[config.mk]
export PLATFORM = sky130hd
export DESIGN_NAME = serial_port
export DESIGN_NICKNAME = d
export VERILOG_FILES = /design/src/verilog/serial_ports_pkg.sv /design/src/verilog/serial_port.sv /design/src/verilog/word_fifo.sv
export SDC_FILE = /design/constraint.sdc
export NUM_CORES = 1
export LEC_CHECK = 0
export ABC_AREA = 1
export BUFFER_PORTS_ARGS = -buffer_cell sky130_fd_sc_hd__buf_2
export CAP_MARGIN = 5
export CORE_ASPECT_RATIO = 0.9
export CORE_UTILIZATION = 60
export CTS_CLUSTER_SIZE = 20
export DETAILED_ROUTE_END_ITERATION = 10
export GPL_TIMING_DRIVEN = 0
export PLACE_DENSITY = 0.77
export SYNTH_ARGS = -nofsm -noshare
export SYNTH_HDL_FRONTEND = slang
export SYNTH_SLANG_ARGS = --single-unit
export TNS_END_PERCENT = 20
[constraint.sdc]
create_clock -name sys_clk_i -period 4.1 [get_ports sys_clk_i]
set_clock_uncertainty 0.1 [all_clocks]
set_input_delay 0.41 -clock sys_clk_i [delete_from_list [all_inputs] [get_ports sys_clk_i]]
set_output_delay 0.41 -clock sys_clk_i [all_outputs]
set_load 0.05 [all_outputs]
[src/verilog/serial_ports_pkg.sv]
// Package of constants for the host serial ports block
// Notes on behaviour
// - Primary port has eight signals: data, flow control and modem status lines.
// - Secondary port has four signals: transmit, receive and two flow lines.
// - All port signals are active low logic levels; transceivers are external.
// - Device is DCE, host is DTE; this fixes every line direction.
// - Primary supports up to 4 Mbps on data-mover path, 230 kbps standard.
// - Flow control selectable: hardware, software characters, or none.
// - Parity setting and stop bit count are configurable.
// - Reset default: 8 data, 1 stop, no parity, hardware flow, autobaud on.
// - Secondary port serves general serial traffic like the primary.
// - In low power mode ports disabled; clear-to-send held high with hardware flow.
package serial_ports_pkg;
	// ==========================================================
	// Clock and rates
	localparam int unsigned CLK_HZ          = 100_000_000;
	localparam int unsigned RATE_DM_BPS     = 4_000_000;
	localparam int unsigned RATE_STD_BPS    = 230_400;
	localparam int unsigned RATE_DEF_BPS    = 115_200;
	localparam int unsigned DIV_DM          = CLK_HZ / RATE_DM_BPS;
	localparam int unsigned DIV_STD         = CLK_HZ / RATE_STD_BPS;
	localparam int unsigned DIV_DEF         = CLK_HZ / RATE_DEF_BPS;
	localparam int unsigned DIV_W           = 16;
	// ==========================================================
	// Flow control modes
	typedef enum logic [1:0] {
		FLOW_NONE = 2'h0,
		FLOW_HW   = 2'h1,
		FLOW_SW   = 2'h2
	} flow_type;
	// Parity modes
	typedef enum logic [1:0] {
		PAR_NONE = 2'h0,
		PAR_ODD  = 2'h1,
		PAR_EVEN = 2'h2
	} parity_type;
	// ==========================================================
	// Reset values
	localparam flow_type   FLOW_RST     = FLOW_HW;
	localparam parity_type PARITY_RST   = PAR_NONE;
	localparam logic       STOP2_RST    = 1'b0;
	localparam logic       AUTOBAUD_RST = 1'b1;
	// Software flow characters
	localparam logic [7:0] XON_CHAR     = 8'h11;
	localparam logic [7:0] XOFF_CHAR    = 8'h13;
	localparam int unsigned FIFO_DEPTH  = 32;
endpackage

[src/verilog/serial_port.sv]
// One asynchronous serial port seen from the device side
`timescale 1ns/1ns
`default_nettype none
module serial_port
	import serial_ports_pkg::*;
#(
	parameter bit          FULL_PORT = 1'b1,
	parameter int unsigned DEPTH     = FIFO_DEPTH
) (
	// Clock and reset
	input  wire logic       sys_clk_i,
	input  wire logic       sys_rst_i,
	// Configuration
	input  wire flow_type   flow_mode_i,
	input  wire parity_type parity_mode_i,
	input  wire logic       two_stop_i,
	input  wire logic       autobaud_en_i,
	input  wire logic       data_mover_i,
	input  wire logic       low_power_i,
	input  wire logic       dsr_active_i,
	input  wire logic       dcd_active_i,
	input  wire logic       ring_active_i,
	// Status
	output logic            rate_locked_o,
	output logic [15:0]     rate_div_o,
	output logic            parity_err_o,
	output logic            frame_err_o,
	// Transmit user side
	input  wire logic [7:0] tx_data_i,
	input  wire logic       tx_valid_i,
	output logic            tx_ready_o,
	// Receive user side
	output logic [7:0]      rx_data_o,
	output logic            rx_valid_o,
	input  wire logic       rx_ready_i,
	// Serial pins, all active low levels except dtr_seen_o
	input  wire logic       txd_n_i,
	output logic            rxd_n_o,
	input  wire logic       rts_n_i,
	output logic            cts_n_o,
	input  wire logic       dtr_n_i,
	output logic            dsr_n_o,
	output logic            dcd_n_o,
	output logic            ri_n_o,
	output logic            dtr_seen_o
);
	// ==========================================================
	// Pin synchronisers
	logic [1:0] txd_sync_reg;
	logic [1:0] rts_sync_reg;
	logic [1:0] dtr_sync_reg;
	always_ff @(posedge sys_clk_i or posedge sys_rst_i) begin
		if (sys_rst_i) begin
			txd_sync_reg <= 2'h3;
			rts_sync_reg <= 2'h3;
			dtr_sync_reg <= 2'h3;
		end else begin
			txd_sync_reg <= {txd_sync_reg[0], txd_n_i};
			rts_sync_reg <= {rts_sync_reg[0], rts_n_i};
			dtr_sync_reg <= {dtr_sync_reg[0], dtr_n_i};
		end
	end
	wire line_in   = txd_sync_reg[1];
	wire host_rts  = !rts_sync_reg[1];
	// ==========================================================
	// Modem status lines, primary only
	assign dsr_n_o    = FULL_PORT ? !dsr_active_i : 1'b1;
	assign dcd_n_o    = FULL_PORT ? !dcd_active_i : 1'b1;
	assign ri_n_o     = FULL_PORT ? !ring_active_i : 1'b1;
	assign dtr_seen_o = FULL_PORT ? !dtr_sync_reg[1] : 1'b0;
	// ==========================================================
	// Bit rate selection
	logic [15:0] auto_div_reg;
	logic        locked_reg;
	wire  [15:0] fixed_div = data_mover_i ? 16'(DIV_DM) : 16'(DIV_DEF);
	wire  [15:0] bit_div   = (autobaud_en_i && locked_reg) ? auto_div_reg : fixed_div;
	wire         rx_enable = !low_power_i && (!autobaud_en_i || locked_reg);
	assign rate_locked_o = locked_reg;
	assign rate_div_o    = bit_div;
	function automatic logic parity_of(input logic [7:0] d, input parity_type p);
		parity_of = (p == PAR_ODD) ? !(^d) : (^d);
	endfunction
	// ==========================================================
	// Autobaud measurement of first start bit
	logic [15:0] meas_reg;
	logic        meas_run_reg;
	logic        line_prev_reg;
	wire  [15:0] meas_pick = (meas_reg < 16'(DIV_DM + DIV_DM / 2)) ? 16'(DIV_DM) :
	                         (meas_reg < 16'((DIV_STD + DIV_DEF) / 2)) ? 16'(DIV_STD) :
	                         16'(DIV_DEF);
	always_ff @(posedge sys_clk_i or posedge sys_rst_i) begin
		if (sys_rst_i) begin
			meas_reg      <= '0;
			meas_run_reg  <= 1'b0;
			locked_reg    <= 1'b0;
			auto_div_reg  <= 16'(DIV_DEF);
			line_prev_reg <= 1'b1;
		end else begin
			line_prev_reg <= line_in;
			if (!autobaud_en_i) begin
				locked_reg   <= 1'b0;
				meas_run_reg <= 1'b0;
			end else if (!locked_reg && !low_power_i) begin
				if (line_prev_reg && !line_in) begin
					meas_run_reg <= 1'b1;
					meas_reg     <= 16'h0001;
				end else if (meas_run_reg && !line_in && meas_reg != 16'hFFFF) begin
					meas_reg <= meas_reg + 16'h0001;
				end else if (meas_run_reg && line_in) begin
					meas_run_reg <= 1'b0;
					auto_div_reg <= meas_pick;
					locked_reg   <= 1'b1;
				end
			end
		end
	end
	// ==========================================================
	// Receiver
	typedef enum logic [2:0] {
		RX_IDLE   = 3'h0,
		RX_START  = 3'h1,
		RX_DATA   = 3'h2,
		RX_PARITY = 3'h3,
		RX_STOP   = 3'h4
	} rx_state_type;
	rx_state_type rx_state_reg;
	logic [15:0]  rx_cnt_reg;
	logic [2:0]   rx_bit_reg;
	logic [7:0]   rx_shift_reg;
	logic         rx_push_reg;
	logic         perr_reg;
	logic         ferr_reg;
	logic         xoff_reg;
	wire          rx_tick = rx_cnt_reg == '0;
	wire          fifo_in_ready;
	wire          is_ctrl = (flow_mode_i == FLOW_SW) &&
	                        (rx_shift_reg == XON_CHAR || rx_shift_reg == XOFF_CHAR);
	assign parity_err_o = perr_reg;
	assign frame_err_o  = ferr_reg;
	always_ff @(posedge sys_clk_i or posedge sys_rst_i) begin
		if (sys_rst_i) begin
			rx_state_reg <= RX_IDLE;
			rx_cnt_reg   <= '0;
			rx_bit_reg   <= '0;
			rx_shift_reg <= '0;
			rx_push_reg  <= 1'b0;
			perr_reg     <= 1'b0;
			ferr_reg     <= 1'b0;
			xoff_reg     <= 1'b0;
		end else begin
			rx_push_reg <= 1'b0;
			if (rx_cnt_reg != '0) rx_cnt_reg <= rx_cnt_reg - 16'h0001;
			if (flow_mode_i != FLOW_SW) xoff_reg <= 1'b0;
			unique case (rx_state_reg)
				RX_IDLE: begin
					if (rx_enable && !line_in) begin
						rx_state_reg <= RX_START;
						rx_cnt_reg   <= {1'b0, bit_div[15:1]};
					end
				end
				RX_START: begin
					if (rx_tick) begin
						rx_state_reg <= line_in ? RX_IDLE : RX_DATA;
						rx_cnt_reg   <= bit_div - 16'h0001;
						rx_bit_reg   <= '0;
					end
				end
				RX_DATA: begin
					if (rx_tick) begin
						rx_shift_reg <= {!line_in ? 1'b0 : 1'b1, rx_shift_reg[7:1]};
						rx_cnt_reg   <= bit_div - 16'h0001;
						rx_bit_reg   <= rx_bit_reg + 3'h1;
						if (rx_bit_reg == 3'h7) begin
							rx_state_reg <= (parity_mode_i == PAR_NONE) ? RX_STOP : RX_PARITY;
						end
					end
				end
				RX_PARITY: begin
					if (rx_tick) begin
						perr_reg     <= line_in != parity_of(rx_shift_reg, parity_mode_i);
						rx_cnt_reg   <= bit_div - 16'h0001;
						rx_state_reg <= RX_STOP;
					end
				end
				RX_STOP: begin
					if (rx_tick) begin
						ferr_reg     <= !line_in;
						rx_state_reg <= RX_IDLE;
						if (line_in && is_ctrl) begin
							xoff_reg <= rx_shift_reg == XOFF_CHAR;
						end else if (line_in) begin
							rx_push_reg <= 1'b1;
						end
					end
				end
				default: rx_state_reg <= RX_IDLE;
			endcase
		end
	end
	word_fifo #(.WIDTH(8), .DEPTH(DEPTH)) rx_fifo (
		.sys_clk_i   (sys_clk_i),
		.sys_rst_i   (sys_rst_i),
		.in_data_i   (rx_shift_reg),
		.in_valid_i  (rx_push_reg),
		.in_ready_o  (fifo_in_ready),
		.out_data_o  (rx_data_o),
		.out_valid_o (rx_valid_o),
		.out_ready_i (rx_ready_i)
	);
	// Tell the host to stop while asleep, or with hardware flow while space is short
	wire rx_space_ok = fifo_in_ready && !low_power_i;
	assign cts_n_o = (flow_mode_i == FLOW_HW) ? !rx_space_ok : low_power_i;
	// ==========================================================
	// Transmitter
	typedef enum logic [1:0] {
		TX_IDLE  = 2'h0,
		TX_SHIFT = 2'h1
	} tx_state_type;
	tx_state_type tx_state_reg;
	logic [11:0]  tx_frame_reg;
	logic [3:0]   tx_left_reg;
	logic [15:0]  tx_cnt_reg;
	logic         rxd_reg;
	wire          host_go = (flow_mode_i == FLOW_HW) ? host_rts :
	                        (flow_mode_i == FLOW_SW) ? !xoff_reg : 1'b1;
	wire          tx_can  = rx_enable && host_go;
	wire          tx_par  = parity_of(tx_data_i, parity_mode_i);
	wire          has_par = parity_mode_i != PAR_NONE;
	wire [3:0]    tx_bits = 4'hA + {3'h0, has_par} + {3'h0, two_stop_i};
	assign tx_ready_o = (tx_state_reg == TX_IDLE) && tx_can;
	assign rxd_n_o    = rxd_reg;
	always_ff @(posedge sys_clk_i or posedge sys_rst_i) begin
		if (sys_rst_i) begin
			tx_state_reg <= TX_IDLE;
			tx_frame_reg <= '1;
			tx_left_reg  <= '0;
			tx_cnt_reg   <= '0;
			rxd_reg      <= 1'b1;
		end else begin
			unique case (tx_state_reg)
				TX_IDLE: begin
					rxd_reg <= 1'b1;
					if (tx_valid_i && tx_can) begin
						// Start low, data LSB first, parity, stops high
						tx_frame_reg <= has_par ? {2'h3, tx_par, tx_data_i, 1'b0}
						                        : {3'h7, tx_data_i, 1'b0};
						tx_left_reg  <= tx_bits;
						tx_cnt_reg   <= '0;
						tx_state_reg <= TX_SHIFT;
					end
				end
				TX_SHIFT: begin
					if (tx_cnt_reg == '0) begin
						// Last stop bit has stood its full time before idle
						if (tx_left_reg == 4'h0) begin
							tx_state_reg <= TX_IDLE;
						end else begin
							rxd_reg      <= tx_frame_reg[0];
							tx_frame_reg <= {1'b1, tx_frame_reg[11:1]};
							tx_cnt_reg   <= bit_div - 16'h0001;
							tx_left_reg  <= tx_left_reg - 4'h1;
						end
					end else begin
						tx_cnt_reg <= tx_cnt_reg - 16'h0001;
					end
				end
				default: tx_state_reg <= TX_IDLE;
			endcase
		end
	end
endmodule // serial_port
`default_nettype wire

[src/verilog/word_fifo.sv]
// Synchronous FIFO with valid and ready on both sides
`timescale 1ns/1ns
`default_nettype none
module word_fifo #(
	parameter int unsigned WIDTH = 8,
	parameter int unsigned DEPTH = 32
) (
	// Clock and reset
	input  wire logic             sys_clk_i,
	input  wire logic             sys_rst_i,
	// Fill side
	input  wire logic [WIDTH-1:0] in_data_i,
	input  wire logic             in_valid_i,
	output logic                  in_ready_o,
	// Drain side
	output logic      [WIDTH-1:0] out_data_o,
	output logic                  out_valid_o,
	input  wire logic             out_ready_i
);
	localparam int unsigned AW = $clog2(DEPTH);
	logic [WIDTH-1:0] mem [DEPTH];
	logic [AW-1:0]    wr_ptr_reg;
	logic [AW-1:0]    rd_ptr_reg;
	logic [AW:0]      count_reg;
	wire              push = in_valid_i && in_ready_o;
	wire              pop  = out_valid_o && out_ready_i;
	assign in_ready_o  = count_reg != (AW+1)'(DEPTH);
	assign out_valid_o = count_reg != '0;
	assign out_data_o  = mem[rd_ptr_reg];
	always_ff @(posedge sys_clk_i) begin
		if (push) begin
			mem[wr_ptr_reg] <= in_data_i;
		end
	end
	always_ff @(posedge sys_clk_i or posedge sys_rst_i) begin
		if (sys_rst_i) begin
			wr_ptr_reg <= '0;
			rd_ptr_reg <= '0;
			count_reg  <= '0;
		end else begin
			if (push) wr_ptr_reg <= (wr_ptr_reg == AW'(DEPTH-1)) ? '0 : wr_ptr_reg + 1'b1;
			if (pop) rd_ptr_reg <= (rd_ptr_reg == AW'(DEPTH-1)) ? '0 : rd_ptr_reg + 1'b1;
			if (push && !pop) count_reg <= count_reg + 1'b1;
			else if (pop && !push) count_reg <= count_reg - 1'b1;
		end
	end
endmodule // word_fifo
`default_nettype wire
==> flow_summary.toml <==
[placement]
gp_congestion = 0.9959
io_buffer_count = 54
numPlacedInstances = 2285
dp_hpwl_um = 30320

[power_and_ir_drop]
vdd_ir_drop_max_v = 0.0004390
p_sw_w = 0.004355
power_frac_comb_pct = 31.9
pwr-share-seq_pct = 38.2
cellLeakagePower_nw = 7.407
report.power.total_w = 0.01173
intPower_w = 0.007370
clk_pwr_share_pct = 29.9
power_switching_share_pct = 37.14
power-per-cell-area_nw_per_um2 = 592.6

[timing]
post-route-min-period_ps = 3563
hold_violations = 0
timing_max_transition_violations_final = 0
report.final.setup_viol = 0
worst_slew_pin_slew_ps = 1358
fmaxAchievable_ghz = 0.2807
timing.final.crit_share_pct = 86.90
timing.slew.headroom_pct = 9.484
hold_slack_ps = 141.3
grt_setup_unrepaired = "false"

[setup_path]
timing.reg2reg.worst_path_depth = 13
critical_setup_path_class = "flop to primary output"
reg2reg_slack_ps = 1100
critical_path.max_fanout = 10
critPathLaunchType = "flop"
timing.rr.start = "rx_fifo.count_reg[0]"
regToRegEndpoint = "rx_fifo.count_reg[3]"
worstPathCellList = "clkbuf_2 > clkbuf_1 > o21ai_0 > o22ai_1 > nand2_1 > nand3_1 > nand3_1 > nand2_1 > buf_2"
timing.critical_path.slowest_stage_cell = "sky130_fd_sc_hd__clkbuf_1"
worstSetupEndpointType = "primary output"
cpPeakStageDelay_ps = 510
required_ps = 3590
worst-endpoint-arrival_ps = 3050

[floorplanning]
die_area_um2 = 30050
die_h_um = 164.6
placeableCoreArea_um2 = 28860
fp.dieW_um = 182.6
rows = 59
initial_utilization_pct = 61.03
io_pins = 61

[synth]
synth_flop_cell = "sky130_fd_sc_hd__edfxtp_1"
synth-adder-area-share_pct = 2.102
yosys_warnings = 0
dominant_combinational_cell_family_by_area_after_synthesis = "simple AND/OR/NAND/NOR gates"
synth_compound_area_share_pct = 9.994
synth_edf_count = 256
synthesis.area_um2 = 17620
synth_top_area_cell = "sky130_fd_sc_hd__edfxtp_1"
synth-xor-area-share_pct = 1.889
synth_seq_cells = 368
synth_simple_gate_area_share_pct = 20.97
synth.area.mux_share_pct = 0.3978
async_reset_ff_share_pct = 30.43
ys_seq_area_share_pct = 59.69
post_synth.cell_area_avg_um2 = 9.631
synth_top_area_share_pct = 43.64
synth_cell_type_count = 51
synthTopCellsByArea = "sky130_fd_sc_hd__edfxtp_1 44%, sky130_fd_sc_hd__dfrtp_1 13%, sky130_fd_sc_hd__nand2_1 7.6%"
syn_inst = 1829

[global_routing]
pin_count_of_the_biggest_net_entering_global_routing = 89
antenna_found_initial = 1
grt.met1_usage_pct = 44.50
vias_in_the_first_global_route = 12570
grt_use_total_pct = 30.36
grt.overflow.total = 0
global_route.usage.met2_pct = 46.88
use_met3_pct = 5.513
top_usage_layer = "met2"
wire_length_of_the_first_global_routing_pass_um = 69560

[finish]
synthToLayoutAreaGrowth_pct = 12.32
final_layout_size_suffix_gt1_share_pct = 11.91
finalNonFillerCells = 2360
largest_reg_flops = 256
registers.top_by_ff_count = "rx_fifo.mem"
nFillCells = 2153
number_of_nets_in_the_layout = 1989
regArea_um2 = 10520
multi_input_comb_area_um2 = 6256
n_antenna_cell = 0

[clock_tree]
clock_sinks = 368
cts_tree = "yes"
number_of_buffers_created_by_cts = 38
clock_path_buffers = 3
clock_insertion_delay_worst_skew_ps = 530
htree_num_levels = 2
cts-root-buf = "sky130_fd_sc_hd__clkbuf_16"
worst_setup_hold_path_clk_slew_ps = 70
cts_setup_buffers = 0

[drt]
total_number_of_vias = 13810
route.detailed.drc = 0
wl_um = 44980
avgViaCountPerCell = 5.851
initialDrtViolationCount = 1569
drt-pass1-iter-count = 7
wl_per_cell_um = 19.06
ant_nets = 0

[outcome]
outcome = "completed"

[job]
maxCapViolations = 0

[min_path]
hold_path_startpoint = "autobaud_en_i"
timing.hold.worst_path_depth = 3
hold_path.class = "primary input to flop"
hold_path_end = "meas_run_reg"
[power groups by stage]
stage	clock [W]	sequential (W)	combinational [W]
finish	0.00351	0.00448	0.00374
global route	0.00367	0.00451	0.00406
CTS	0.00353	0.00447	0.00367
detailed placement	0	0.00454	0.00364
global placement	0	0.00453	0.00357
floorplan	0	0.00450	0.00258
[cells in the mapped netlist (8+ instances only)]
library cell / instances
sky130_fd_sc_hd__buf_2: 19
sky130_fd_sc_hd__nor2_2: 13
sky130_fd_sc_hd__buf_4: 14
sky130_fd_sc_hd__nand3_1: 165
sky130_fd_sc_hd__nand2_2: 8
sky130_fd_sc_hd__nand2_1: 358
sky130_fd_sc_hd__o22ai_1: 58
sky130_fd_sc_hd__xnor2_1: 13
sky130_fd_sc_hd__nor3_1: 20
sky130_fd_sc_hd__nand4_1: 14
sky130_fd_sc_hd__ha_1: 28
sky130_fd_sc_hd__xor2_1: 25
sky130_fd_sc_hd__o21ai_0: 179
sky130_fd_sc_hd__o21ai_1: 15
sky130_fd_sc_hd__dfstp_2: 20
sky130_fd_sc_hd__edfxtp_1: 256
sky130_fd_sc_hd__inv_1: 116
sky130_fd_sc_hd__a21oi_1: 23
sky130_fd_sc_hd__nor2_1: 270
sky130_fd_sc_hd__o21ai_2: 19
sky130_fd_sc_hd__clkbuf_1: 35
sky130_fd_sc_hd__dfrtp_1: 92
[stage by stage]
step | setup WS [ps] | utilization, % | TNS [ps] | area, µm²
2_1_floorplan | 664.1 | - | 0 | 17630
3_3_place_gp | -808.2 | 63.75 | -72860 | 18400
3_5_place_dp | 1138 | 63.88 | 0 | 18440
4_1_cts | 636.2 | 68.45 | 0 | 19760
5_1_grt | 408.9 | 68.55 | 0 | 19790
6_report | 537.0 | 68.55 | 0 | 19790
[critical path, delay by kind of cell, from the launching register on]
family	cells	cell delay (ps)
buffers and inverters	3	1090
AOI/OAI and AO/OA	2	470
and+or+nand+nor	4	510
DFF	1	440
[kinds of logic (layout without fill, tap and decap cells)]
group                      count (synthesis)  in the layout
adders and majority gates                 29             29
AOI/OAI and AO/OA                        312            312
and+or+nand+nor                          870            870
other                                      1              6
buffers and inverters                    204            334
xor gates and xnor gates                  38             38
muxes                                      7              7
DFF                                      368            368
[final cells by class]
class | instances | area share, %
sequential | 368 | 53.15
clock inverter | 14 | 0.6450
multi-input combinational | 1262 | 31.62
tap | 396 | 2.504
timing repair buffer | 60 | 1.846
inverter | 124 | 2.384
buffer | 80 | 2.030
clock buffer | 56 | 5.824
[worst max-delay path by stage]
stage | startpoint | endpoint | slack, ps
2_1_floorplan | sys_rst_i | auto_div_reg[3] | 660
3_3_place_gp | sys_rst_i | rx_cnt_reg[12] | -810
3_5_place_dp | rx_fifo.count_reg[0] | rx_fifo.count_reg[3] | 1140
4_1_cts | rx_fifo.rd_ptr_reg[0] | rx_data_o[1] | 640
5_1_grt | rx_fifo.rd_ptr_reg[0] | rx_data_o[1] | 410
6_report | rx_fifo.rd_ptr_reg[1] | rx_data_o[1] | 540
[cells in the final DEF, fill, tap and decap left out, types with 41 or more instances in the layout]
cell type / instances
sky130_fd_sc_hd__clkbuf_16: 41
sky130_fd_sc_hd__o22ai_1: 58
sky130_fd_sc_hd__nand2_1: 358
sky130_fd_sc_hd__edfxtp_1: 256
sky130_fd_sc_hd__clkbuf_1: 43
sky130_fd_sc_hd__nor2_1: 270
sky130_fd_sc_hd__o21ai_0: 179
sky130_fd_sc_hd__dfrtp_1: 91
sky130_fd_sc_hd__buf_2: 73
sky130_fd_sc_hd__nand3_1: 165
sky130_fd_sc_hd__inv_1: 115
[what timing repair did]
action / CTS / global route
resized for setup: 0 / 0
setup endpoints to repair: 0 / 0
hold buffers: 4 / 0
endpoints found under the hold margin: 27 / 0
[routing by layer]
layer | routed length, µm | part of all wire, %
met3 | 4509 | 10
met5 | 0 | 0
met1 | 19290 | 43
met4 | 974 | 2.2
met2 | 20200 | 45
Note: power is estimated with default switching activity, not from simulation.
